==> config.mk <==
export PLATFORM = sky130hd
export DESIGN_NAME = wdct_timers
export DESIGN_NICKNAME = d
export VERILOG_FILES = /design/src/shared/wdct_pkg.sv /design/src/hw/wdct_prescaler.sv /design/src/hw/wdct_timers.sv
export SDC_FILE = /design/constraint.sdc
export NUM_CORES = 1
export LEC_CHECK = 0
export BUFFER_PORTS_ARGS = -buffer_cell sky130_fd_sc_hd__buf_4
export CORE_MARGIN = 5
export CORE_UTILIZATION = 55
export DETAILED_ROUTE_END_ITERATION = 16
export GPL_TIMING_DRIVEN = 0
export PLACE_DENSITY = 0.85
export SLEW_MARGIN = 20
export SYNTH_ARGS = -nofsm -noshare
export SYNTH_HDL_FRONTEND = slang
export SYNTH_SLANG_ARGS = --single-unit
==> constraint.sdc <==
create_clock -name clk_i -period 3.4 [get_ports clk_i]
set_clock_uncertainty 0.2 [all_clocks]
set_input_delay 0 -clock clk_i [delete_from_list [all_inputs] [get_ports clk_i]]
set_output_delay 0 -clock clk_i [all_outputs]
set_load 0.02 [all_outputs]
==> src/shared/wdct_pkg.sv <==
// constants shared by the watchdog and dual countdown timer block
package wdct_pkg;
   // mode register bit positions (both timers)
   localparam int MODE_CLK_SEL = 0;
   localparam int MODE_B_EXT = 1;
   localparam int MODE_B_TONE = 2;
   localparam int MODE_RUN = 3;
   localparam logic [3:0] MODE_RST = 4'h0;
   // event flag layout; only timer bits live in this block
   localparam logic [7:0] EVF_TA_MASK = 8'h02;
   localparam logic [7:0] EVF_TB_MASK = 8'h80;
   localparam logic [7:0] EVF_IMPL_MASK = 8'h82;
   localparam logic [7:0] EVF_RST = 8'h00;
   // parameter flag bit that slows the watchdog input
   localparam int PMF_WDT_SLOW = 3;
   localparam logic [3:0] PMF_RST = 4'h0;
   // counter values
   localparam logic [7:0] CNT_RST = 8'h00;
   localparam logic [7:0] CNT_ZERO = 8'h00;
   localparam logic [7:0] CNT_STEP = 8'h01;
   localparam logic [3:0] WDT_RST = 4'h0;
   localparam logic [3:0] WDT_MAX = 4'hf;
   localparam logic [3:0] WDT_STEP = 4'h1;
   // prescaler chain taps: a tap fires when its low bits are all ones
   localparam int PRE_BITS = 14;
   localparam logic [13:0] PRE_RST = 14'h0000;
   localparam logic [13:0] PRE_STEP = 14'h0001;
   localparam logic [13:0] TAP_DIV4 = 14'h0003;
   localparam logic [13:0] TAP_DIV64 = 14'h003f;
   localparam logic [13:0] TAP_DIV1024 = 14'h03ff;
   localparam logic [13:0] TAP_DIV16384 = 14'h3fff;
   // periods of the slow watchdog input from clear to the earliest overflow
   localparam int WDT_MIN_OVF_TICKS = 15;
endpackage

==> src/hw/wdct_prescaler.sv <==
// free-running prescaler chain giving one-cycle taps at fosc/4, /64, /1024, /16384
`timescale 1ns/100ps
module wdct_prescaler
   import wdct_pkg::*;
(
   input wire logic clk_i,
   input wire logic rst_i,
   output logic tick_div4_o,
   output logic tick_div64_o,
   output logic tick_div1024_o,
   output logic tick_div16384_o
);
   typedef struct packed {
      logic [PRE_BITS-1:0] cnt;
   } wdct_pre_s;

   wdct_pre_s q, d;

   function automatic logic tap_hit(input logic [13:0] cnt, input logic [13:0] mask);
      return (cnt & mask) == mask;
   endfunction

   // one shared chain, so every tap keeps a fixed phase to the others
   always_comb begin
      d = q;
      d.cnt = q.cnt + PRE_STEP;
   end

   always_ff @(posedge clk_i or posedge rst_i) begin
      if (rst_i) begin
         q <= '{cnt: PRE_RST};
      end else begin
         q <= d;
      end
   end

   // taps decode straight from the chain register
   assign tick_div4_o = tap_hit(q.cnt, TAP_DIV4);
   assign tick_div64_o = tap_hit(q.cnt, TAP_DIV64);
   assign tick_div1024_o = tap_hit(q.cnt, TAP_DIV1024);
   assign tick_div16384_o = tap_hit(q.cnt, TAP_DIV16384);
endmodule // wdct_prescaler

==> src/hw/wdct_timers.sv <==
// watchdog, one-shot timer a and auto-reload timer b with tone output
// Summary of operation
// watchdog is a 4-bit up-counter, active only when its option bit is one
// watchdog overflow produces a full chip reset
// watchdog counts fosc/1024 after reset, fosc/16384 while parameter flag bit 3 set
// clear instruction zeroes the watchdog; software must clear it before overflow
// minimum clear-to-overflow time is 15 slow input periods
// option bit zero disables the watchdog; it never resets the chip
// timer a nibble load stops counting, clears its run bit, loads the nibble
// writing timer a run bit one clears event bit 1 and starts counting
// timer a passing zero to ffh stops and sets event bit 1 (one-shot)
// timer a underflow requests interrupt via enable bit 1, hold release via bit 1
// timer a clock is fosc/4 with mode bit 0 clear, fosc/1024 when set
// timer a run bit zero halts counting, one allows counting
// timer b clock: bit 0 picks fosc or fosc/64, bit 1 picks external pin
// external source decrements timer b on each falling edge of the count pin
// timer b nibble write updates only the reload buffer and clears run bit
// setting timer b run bit copies buffer to counter, starts, clears event bit 7
// immediate load clears event bit 7, loads buffer and counter, then runs
// timer b reaching ffh sets event bit 7, reloads from buffer, keeps counting
// timer b underflow requests interrupt via enable bit 7, hold release via bit 7
// mode bit 2 set sends timer b tone to the pin, else the tone generator
// timer b run bit zero halts counting, one enables counting
// both mode registers are four bits wide and cannot be read back
// event flags are read-only, set by hardware, cleared by instruction or acceptance
// tone output toggles on every timer b underflow, giving an even square wave
// watchdog and timer clocks are taps of one shared prescaler chain; timer b's fosc and external sources bypass the chain
`timescale 1ns/100ps
module wdct_timers
   import wdct_pkg::*;
(
   input wire logic clk_i,
   input wire logic rst_i,
   input wire logic wdt_option_i,
   input wire logic watchdog_clear_instr_i,
   input wire logic pmf_set_i,
   input wire logic pmf_clr_i,
   input wire logic [3:0] pmf_mask_i,
   input wire logic mode_a_we_i,
   input wire logic mode_b_we_i,
   input wire logic [3:0] mode_wdata_i,
   input wire logic ta_nib_lo_we_i,
   input wire logic ta_nib_hi_we_i,
   input wire logic tb_nib_lo_we_i,
   input wire logic tb_nib_hi_we_i,
   input wire logic [3:0] nib_data_i,
   input wire logic tb_imm_we_i,
   input wire logic [7:0] tb_imm_data_i,
   input wire logic event_clear_instr_i,
   input wire logic [7:0] evf_clr_mask_i,
   input wire logic [7:0] irq_ack_i,
   input wire logic [7:0] irq_enable_flags_i,
   input wire logic [7:0] hold_release_enable_i,
   input wire logic ext_count_input_i,
   input wire logic tone_gen_i,
   output logic chip_reset_o,
   output logic [7:0] event_flags_o,
   output logic [7:0] irq_pending_o,
   output logic [7:0] hold_release_o,
   output logic tone_output_pin_o
);
   typedef struct packed {
      logic [3:0] mode_a;
      logic [7:0] cnt_a;
      logic [3:0] mode_b;
      logic [7:0] buf_b;
      logic [7:0] cnt_b;
      logic [7:0] event_flags;
      logic [3:0] parameter_flags;
      logic [3:0] wdt;
      logic ext_prev;
      logic tone;
      logic tone_pin;
      logic chip_rst;
   } wdct_core_s;

   wdct_core_s q, d;
   logic tick4, tick64, tick1024, tick16384;
   logic ta_tick, tb_tick, wd_tick, ta_uf, tb_uf;
   logic [7:0] evf_set, evf_clr;
   logic [8:0] dec_a, dec_b;

   // borrow in bit 8, decremented value below it
   function automatic logic [8:0] dec8(input logic [7:0] v);
      return {v == CNT_ZERO, v - CNT_STEP};
   endfunction

   wdct_prescaler u_pre (
      .clk_i(clk_i),
      .rst_i(rst_i),
      .tick_div4_o(tick4),
      .tick_div64_o(tick64),
      .tick_div1024_o(tick1024),
      .tick_div16384_o(tick16384)
   );

   // all next-state logic; within one timer a load beats a mode write beats counting
   always_comb begin
      d = q;
      evf_set = EVF_RST;
      evf_clr = irq_ack_i;
      ta_uf = 1'b0;
      tb_uf = 1'b0;
      dec_a = dec8(q.cnt_a);
      dec_b = dec8(q.cnt_b);
      if (event_clear_instr_i) begin
         evf_clr = evf_clr | evf_clr_mask_i;
      end
      // clock selection from the shared chain, or plain fosc and the count pin for timer b
      ta_tick = q.mode_a[MODE_CLK_SEL] ? tick1024 : tick4;
      if (q.mode_b[MODE_B_EXT]) begin
         tb_tick = q.ext_prev & ~ext_count_input_i;
      end else begin
         tb_tick = q.mode_b[MODE_CLK_SEL] ? tick64 : 1'b1;
      end
      d.ext_prev = ext_count_input_i;
      wd_tick = q.parameter_flags[PMF_WDT_SLOW] ? tick16384 : tick1024;

      // timer a: one-shot down-counter
      if (ta_nib_lo_we_i | ta_nib_hi_we_i) begin
         d.mode_a[MODE_RUN] = 1'b0;
         if (ta_nib_lo_we_i) begin
            d.cnt_a[3:0] = nib_data_i;
         end
         if (ta_nib_hi_we_i) begin
            d.cnt_a[7:4] = nib_data_i;
         end
      end else if (mode_a_we_i) begin
         d.mode_a = mode_wdata_i;
         if (mode_wdata_i[MODE_RUN]) begin
            evf_clr = evf_clr | EVF_TA_MASK;
         end
      end else if (q.mode_a[MODE_RUN] && ta_tick) begin
         d.cnt_a = dec_a[7:0];
         if (dec_a[8]) begin
            ta_uf = 1'b1;
            d.mode_a[MODE_RUN] = 1'b0;
            evf_set = evf_set | EVF_TA_MASK;
         end
      end

      // timer b: auto-reload down-counter
      if (tb_imm_we_i) begin
         d.buf_b = tb_imm_data_i;
         d.cnt_b = tb_imm_data_i;
         d.mode_b[MODE_RUN] = 1'b1;
         evf_clr = evf_clr | EVF_TB_MASK;
      end else if (tb_nib_lo_we_i | tb_nib_hi_we_i) begin
         d.mode_b[MODE_RUN] = 1'b0;
         if (tb_nib_lo_we_i) begin
            d.buf_b[3:0] = nib_data_i;
         end
         if (tb_nib_hi_we_i) begin
            d.buf_b[7:4] = nib_data_i;
         end
      end else if (mode_b_we_i) begin
         d.mode_b = mode_wdata_i;
         if (mode_wdata_i[MODE_RUN]) begin
            d.cnt_b = q.buf_b;
            evf_clr = evf_clr | EVF_TB_MASK;
         end
      end else if (q.mode_b[MODE_RUN] && tb_tick) begin
         if (dec_b[8]) begin
            tb_uf = 1'b1;
            d.cnt_b = q.buf_b;
            evf_set = evf_set | EVF_TB_MASK;
         end else begin
            d.cnt_b = dec_b[7:0];
         end
      end

      // tone flip-flop halves the underflow rate for an even duty cycle
      if (tb_uf) begin
         d.tone = ~q.tone;
      end
      d.tone_pin = d.mode_b[MODE_B_TONE] ? d.tone : tone_gen_i;

      // a hardware set in the same cycle as a clear is kept
      d.event_flags = ((q.event_flags & ~evf_clr) | evf_set) & EVF_IMPL_MASK;

      // parameter flags: set then clear by mask
      if (pmf_set_i) begin
         d.parameter_flags = d.parameter_flags | pmf_mask_i;
      end
      if (pmf_clr_i) begin
         d.parameter_flags = d.parameter_flags & ~pmf_mask_i;
      end

      // watchdog; the chain is not cleared, so a clear costs up to one input period
      d.chip_rst = 1'b0;
      if (watchdog_clear_instr_i) begin
         d.wdt = WDT_RST;
      end else if (wdt_option_i && wd_tick) begin
         if (q.wdt == WDT_MAX) begin
            d.wdt = WDT_RST;
            d.chip_rst = 1'b1;
         end else begin
            d.wdt = q.wdt + WDT_STEP;
         end
      end
   end

   // single state register; the mode registers never leave this module
   always_ff @(posedge clk_i or posedge rst_i) begin
      if (rst_i) begin
         q <= '{mode_a: MODE_RST, cnt_a: CNT_RST, mode_b: MODE_RST, buf_b: CNT_RST,
                cnt_b: CNT_RST, event_flags: EVF_RST, parameter_flags: PMF_RST, wdt: WDT_RST,
                ext_prev: 1'b1, tone: 1'b0, tone_pin: 1'b0, chip_rst: 1'b0};
      end else begin
         q <= d;
      end
   end

   // request lines combine the flags with the enables held outside
   assign chip_reset_o = q.chip_rst;
   assign event_flags_o = q.event_flags;
   assign irq_pending_o = q.event_flags & irq_enable_flags_i;
   assign hold_release_o = q.event_flags & hold_release_enable_i;
   assign tone_output_pin_o = q.tone_pin;

   logic ta_free, tb_free;
   assign ta_free = !(ta_nib_lo_we_i | ta_nib_hi_we_i | mode_a_we_i);
   assign tb_free = !(tb_imm_we_i | tb_nib_lo_we_i | tb_nib_hi_we_i | mode_b_we_i);
endmodule // wdct_timers

==> Word-level counts from Yosys, hierarchy flattened <==
Cells that the tools add are included.
{ "word_totals": {"in_bits": 68, "elab_cells": 130, "out_inout_bits": 26, "mem_bits_rw": 0, "regBits": 58, "n_memories": 0, "rom_bits": 0, "latch_bits": 0} }
{ "op_classes": {"shift": 0, "bitwise_logic": 17, "n_reduce_logical": 22, "muxes": 59, "div_mod_pow": 0, "n_mul": 0, "add_sub_neg": 4, "order_cmp": 0, "n_eq_ne": 10} }
{ "op_table": {"columns": ["cell", "count"], "rows": [
  ["2-to-1 mux 8 bit", 22],
  ["2-to-1 mux 4 bit", 10],
  ["AND 8 bit", 3],
  ["2-to-1 mux 1 bit", 20],
  ["zero test 8 bit", 2],
  ["2-to-1 mux 16 bit", 1],
  ["OR 8 bit", 2],
  ["subtractor 8 x 1 -> 8 bit, second input constant", 2],
  ["adder 14 x 1 -> 14 bit, second input constant", 1],
  ["equality test 14 bit, second input constant", 1],
  ["AND reduction 3 bit", 4],
  ["nonzero test 3 bit", 4],
  ["equality test 10 bit, second input constant", 1],
  ["nonzero test 2 bit", 5],
  ["2-to-1 mux 2 bit", 4],
  ["inverter 8 bit", 1],
  ["AND reduction 2 bit", 4],
  ["equality test 6 bit, second input constant", 1],
  ["2-to-1 mux 3 bit", 2],
  ["!= test 2 bit, second input constant", 3],
  ["inverter 1 bit", 5],
  ["adder 4 x 1 -> 4 bit, second input constant", 1],
  ["AND 4 bit", 1],
  ["equality test 4 bit, second input constant", 1],
  ["8 further kinds", 11]
]} }

==> Logic depth before layout (Yosys ltp) <==
{ "depth": {"depth_word": 12, "mapped_depth": 8, "depth_no_buf": 7} }

==> Hierarchy <==
Synthesis repeated with hierarchy kept, for this count alone.
{ "unflattened": {"hier_cells": 314, "area_unflattened_um2": 3062.9} }
{ "modules_own_cells": {"columns": ["module", "cells_per_inst", "instances", "seq_area_each_um2", "area_each_um2"], "rows": [
  ["wdct_timers", 263, 1, 1027.2, 2434.8],
  ["wdct_prescaler", 51, 1, 350.3, 628.1]
]} }

==> Worst setup path after synthesis <==
OpenSTA, ideal clock, no wires.
{ "synth_path": {"path_type": "flip-flop to flip-flop", "from": "reg u_pre.q[0] (netlist name)", "to": "reg q[47] (netlist name)", "t_arrival_ps": 1766, "stages_incl_launch_ff": 7, "path_buffers": 0, "slack_ps": 1310, "setup_time_ps": 125, "required_ps": 3075, "synth_period_minus_slack_ps": 2090, "cell_sequence": "dfrtp_1 > ha_1 > nand3b_1 > or4_4 > nor4_2 > xor2_1 > mux2_2"} }
{ "synth_via": {"elab_chain_len": 5, "word_cells_on_any_way": 6, "cone_classes": "eq/ne: 2; mux: 1; reduce/logical: 3"} }
{ "synth_rtl": {"columns": ["item", "line_no", "text"], "rows": [
  ["start, declared", "wdct_prescaler.sv:17", "wdct_pre_s q, d;"],
  ["start signal, assigned", "wdct_prescaler.sv:31", "q <= '{cnt: PRE_RST};"],
  ["equality test 10 bit / equality test 2 bit (equally long branches)", "wdct_prescaler.sv:20", "return (cnt & mask) == mask;"],
  ["2-to-1 mux 1 bit *", "wdct_timers.sv:110", "ta_tick = q.mode_a[MODE_CLK_SEL] ? tick1024 : tick4;"],
  ["logical AND 1 bit *", "wdct_timers.sv:133", "end else if (q.mode_a[MODE_RUN] && ta_tick) begin"],
  ["nonzero test 2 bit (no line) *", null, null],
  ["AND reduction 3 bit (no line) *", null, null],
  ["end signal, assigned", "wdct_timers.sv:206", "q <= '{mode_a: MODE_RST, cnt_a: CNT_RST, mode_b: MODE_RST, buf_b: CNT_RST,"],
  ["end, declared", "wdct_timers.sv:77", "wdct_core_s q, d;"]
]} }
Mark *: on every way between the ends. The rest lies on a longest branch, timed or not.
A chain may end at the register's enable or synchronous reset.

==> Worst setup path after layout <==
Same ends and word-level chain as after synthesis.

==> impl_results.md <==
- Status: finished clean
- Hold Crit Endpoint: q[2]$_DFF_PP0_
- Largest family of logic cells by synthesized area: simple AND/OR/NAND/NOR gates
- Root buf cell: clkbuf_8
- Std-Cell Rows: 27
- Synth area leaders: dfrtp_1, buf_4, xnor2_1, mux2i_1, xor2_1
- Synthesis-to-layout area growth: 36.5%
- Clk sinks: 55
- Final Hold Viols: 0
- WP data required: 3.40 ns
- Buffers on Ports: 43
- CP Launch Type: flip-flop
- Worst Hold Launch: tb_nib_lo_we_i
- Antenna violations before repair: 0
- Fmax: 346 MHz
- FF-to-FF setup slack: 0.51 ns
- Antenna fix cells: 0
- Crit path max fanout: 6
- Die Width: 84.4 um
- IO Pins: 94
- ANT nets after route: 0
- Share of post-route cells with drive strength above 1: 0.223
- Post-synthesis xor/xnor area fraction: 0.0773
- CP Data Arrival Time: 2.89 ns
- Yosys top cell by area: dfrtp_1
- Worst Max-Slew Pin Slew: 0.673 ns
- First-pass GRT wire length: 12600 um
- Drt wl/cell: 15.1 um
- Max Cap Violations: 0
- Peak VDD IR: 0.277 mV
- Post-CTS Resized: 0
- Synth Area in Simple Gates: 0.195
- Final period util: 0.849
- Mux cell area share after synthesis: 0.0592
- Synthesis-stage register bit count: 55
- Hold Path Depth: 4
- DR vias/cell: 5.29
- EDFF count, synth: 0
- Residual DRC count: 0
- Final Core Density: 0.764
- FF-to-FF End: q[47]$_DFFE_PP0P_
- Top FF cell, synth: dfrtp_1
- Synth Area in Adders: 0.0247
- Synth cell count leaders: dfrtp_1, nand2_1, buf_4, nor2_1
- Starting Density: 0.559
- Via count: 2615
- Final worst path period need: 2.89 ns
- Filler cell count: 381
- Total CTS buffers: 5
- Nets: 495
- CTS tree: yes
- Compound-Gate Fraction of Synth Area: 0.114
- Hold Crit Class: in -> reg
- CTS Buffer Depth: 2
- RSZ-0062 raised after global routing: no
- R2R depth: 7
- Synthesized area per cell: 10.1 um^2
- Vias in the first global route: 2753
- # setup viols final: 0
- Ys Warns: 0
- Worst reg2reg path startpoint: u_pre.q[0]$_DFF_PP0_
- Yosys top cell area share: 0.444
- WS Path Type: reg -> reg
- Die height: 84.4 um
- Most common cell in the netlist: dfrtp_1
- H-tree levels: 2
- Yosys cell types: 56
- First DRT Iteration DRCs: 83
- Critical Path End Type: flip-flop
- Grt total ovfl: 0
- Maximum number of pins on one net before global-route repair: 56
- DP HPWL: 4690 um
- Setup TNS Final: 0 ns
- Slew headroom: 0.551
- Clock slew at reported path FFs: 0.10 ns
- Pleak: 1.92 nW
- Drt total wl: 7440 um
- Tot GR Track Use: 0.218
- Worst skew pair latency: 0.32 ns
- Post-synthesis sequential area ratio: 0.453
- Cells after synthesis: 301
- Pwr Density: 356 nW/um^2
- Asr flop ratio synth: 1.00
- Die ar.: 7120 um^2
- Core area: 5440 um^2
- Final Wtd Congestion: 0.805
- Slew Viols, Final: 0
- Synthesized area: 3040 um^2
- Pre-Repair DR Iteration Count: 4
## per-layer routing
| metal | vias to the layer above | part of all wire | wire (um) | global-route usage |
|---|---|---|---|---|
| met5 | - | 0 | 0 | 0 |
| met1 | 1238 | 0.37 | 2790 | 0.235 |
| li1 | 1268 | - | - | - |
| met2 | 83 | 0.53 | 3940 | 0.390 |
| met3 | 26 | 0.063 | 468 | 0.0618 |
| met4 | 0 | 0.033 | 244 | 0.104 |
## worst max path at each step
stage,endpoint,cells after the start,startpoint
floorplan,q[47]$_DFFE_PP0P_,6,u_pre.q[0]$_DFF_PP0_
global placement,q[25]$_DFFE_PP0P_,7,q[20]$_DFFE_PP0P_
detailed placement,q[26]$_DFFE_PP0P_,7,q[20]$_DFFE_PP0P_
CTS,q[47]$_DFFE_PP0P_,7,u_pre.q[0]$_DFF_PP0_
global route,q[47]$_DFFE_PP0P_,7,u_pre.q[0]$_DFF_PP0_
finish,q[47]$_DFFE_PP0P_,7,u_pre.q[0]$_DFF_PP0_
## cell families (layout without fill, tap and decap cells)
logic type	Yosys count	count (layout)
xor+xnor	26	26
other cells	1	18
simple gates	105	105
fa+ha+maj	6	6
buf+inv	40	144
flops	55	55
compound gates	51	51
mux	17	17
## what timing repair did
item / in CTS / in global routing
buffers inserted: 0 / 0
hold endpoints to repair: 95 / 0
hold buffers: 53 / 0
## sequential cells by signal, indices dropped and copies added, names as in the netlist, named ones only
| name | flops |
|---|---|
| q | 36 |
| event_flags_o | 2 |
| tone_output_pin_o | 1 |
| u_pre.q | 14 |
| chip_reset_o | 1 |
## power by group
part | internal (mW) | total, mW | switching, mW
combinational | 0.177 | 0.335 | 0.158
sequential | 0.701 | 0.744 | 0.0430
clock | 0.187 | 0.401 | 0.214
total | 1.06 | 1.48 | 0.416
## layout by cell type, fill, tap and decap left out, drive strengths merged, types with 6 or more instances in the layout
| cell type | count |
|---|---|
| mux2i | 9 |
| o21ai | 10 |
| buf | 67 |
| inv | 12 |
| ha | 6 |
| and2 | 11 |
| xnor2 | 16 |
| dlygate4sd3 | 53 |
| xor2 | 10 |
| nor4 | 7 |
| conb | 18 |
| clkbuf | 11 |
| nand4 | 6 |
| nand3 | 11 |
| nor2 | 18 |
| nand2 | 21 |
| dfrtp | 54 |
| a21oi | 15 |
| nor3 | 12 |
| mux2 | 8 |
## stage by stage
stage / area [um^2] / total power [mW] / std cells / hold slack (ns) / setup slack (ns)
global route: 4150 / 1.55 / 494 / 0.0962 / 0.380
floorplan: 3110 / 0.939 / 318 / -0.196 / 1.31
finish: 4150 / 1.48 / 494 / 0.0469 / 0.512
CTS: 4150 / 1.47 / 494 / 0.0496 / 0.547
global placement: 3520 / 1.01 / 433 / -0.0840 / 1.06
detailed placement: 3520 / 1.02 / 433 / -0.0814 / 1.02
## cell type report
type	count	area (um^2)	share of cell area
Multi-Input combinational cell	223	1500	0.361
Sequential cell	55	1380	0.332
Timing Repair Buffer	96	853	0.205
Buffer	27	181	0.0437
Clock buffer	8	100	0.0241
Tap cell	72	90.1	0.0217
Inverter	13	51.3	0.0124
## worst max-delay path, stage by stage, from the launching register on
cell,delay (ns)
dfrtp_1,0.41
ha_1,0.29
nand3b_1,0.22
or4_4,0.48
nor4_2,0.25
xor2_1,0.10
mux2_2,0.26
dlygate4sd3_1,0.56
Power figures use the tool's default switching activity.
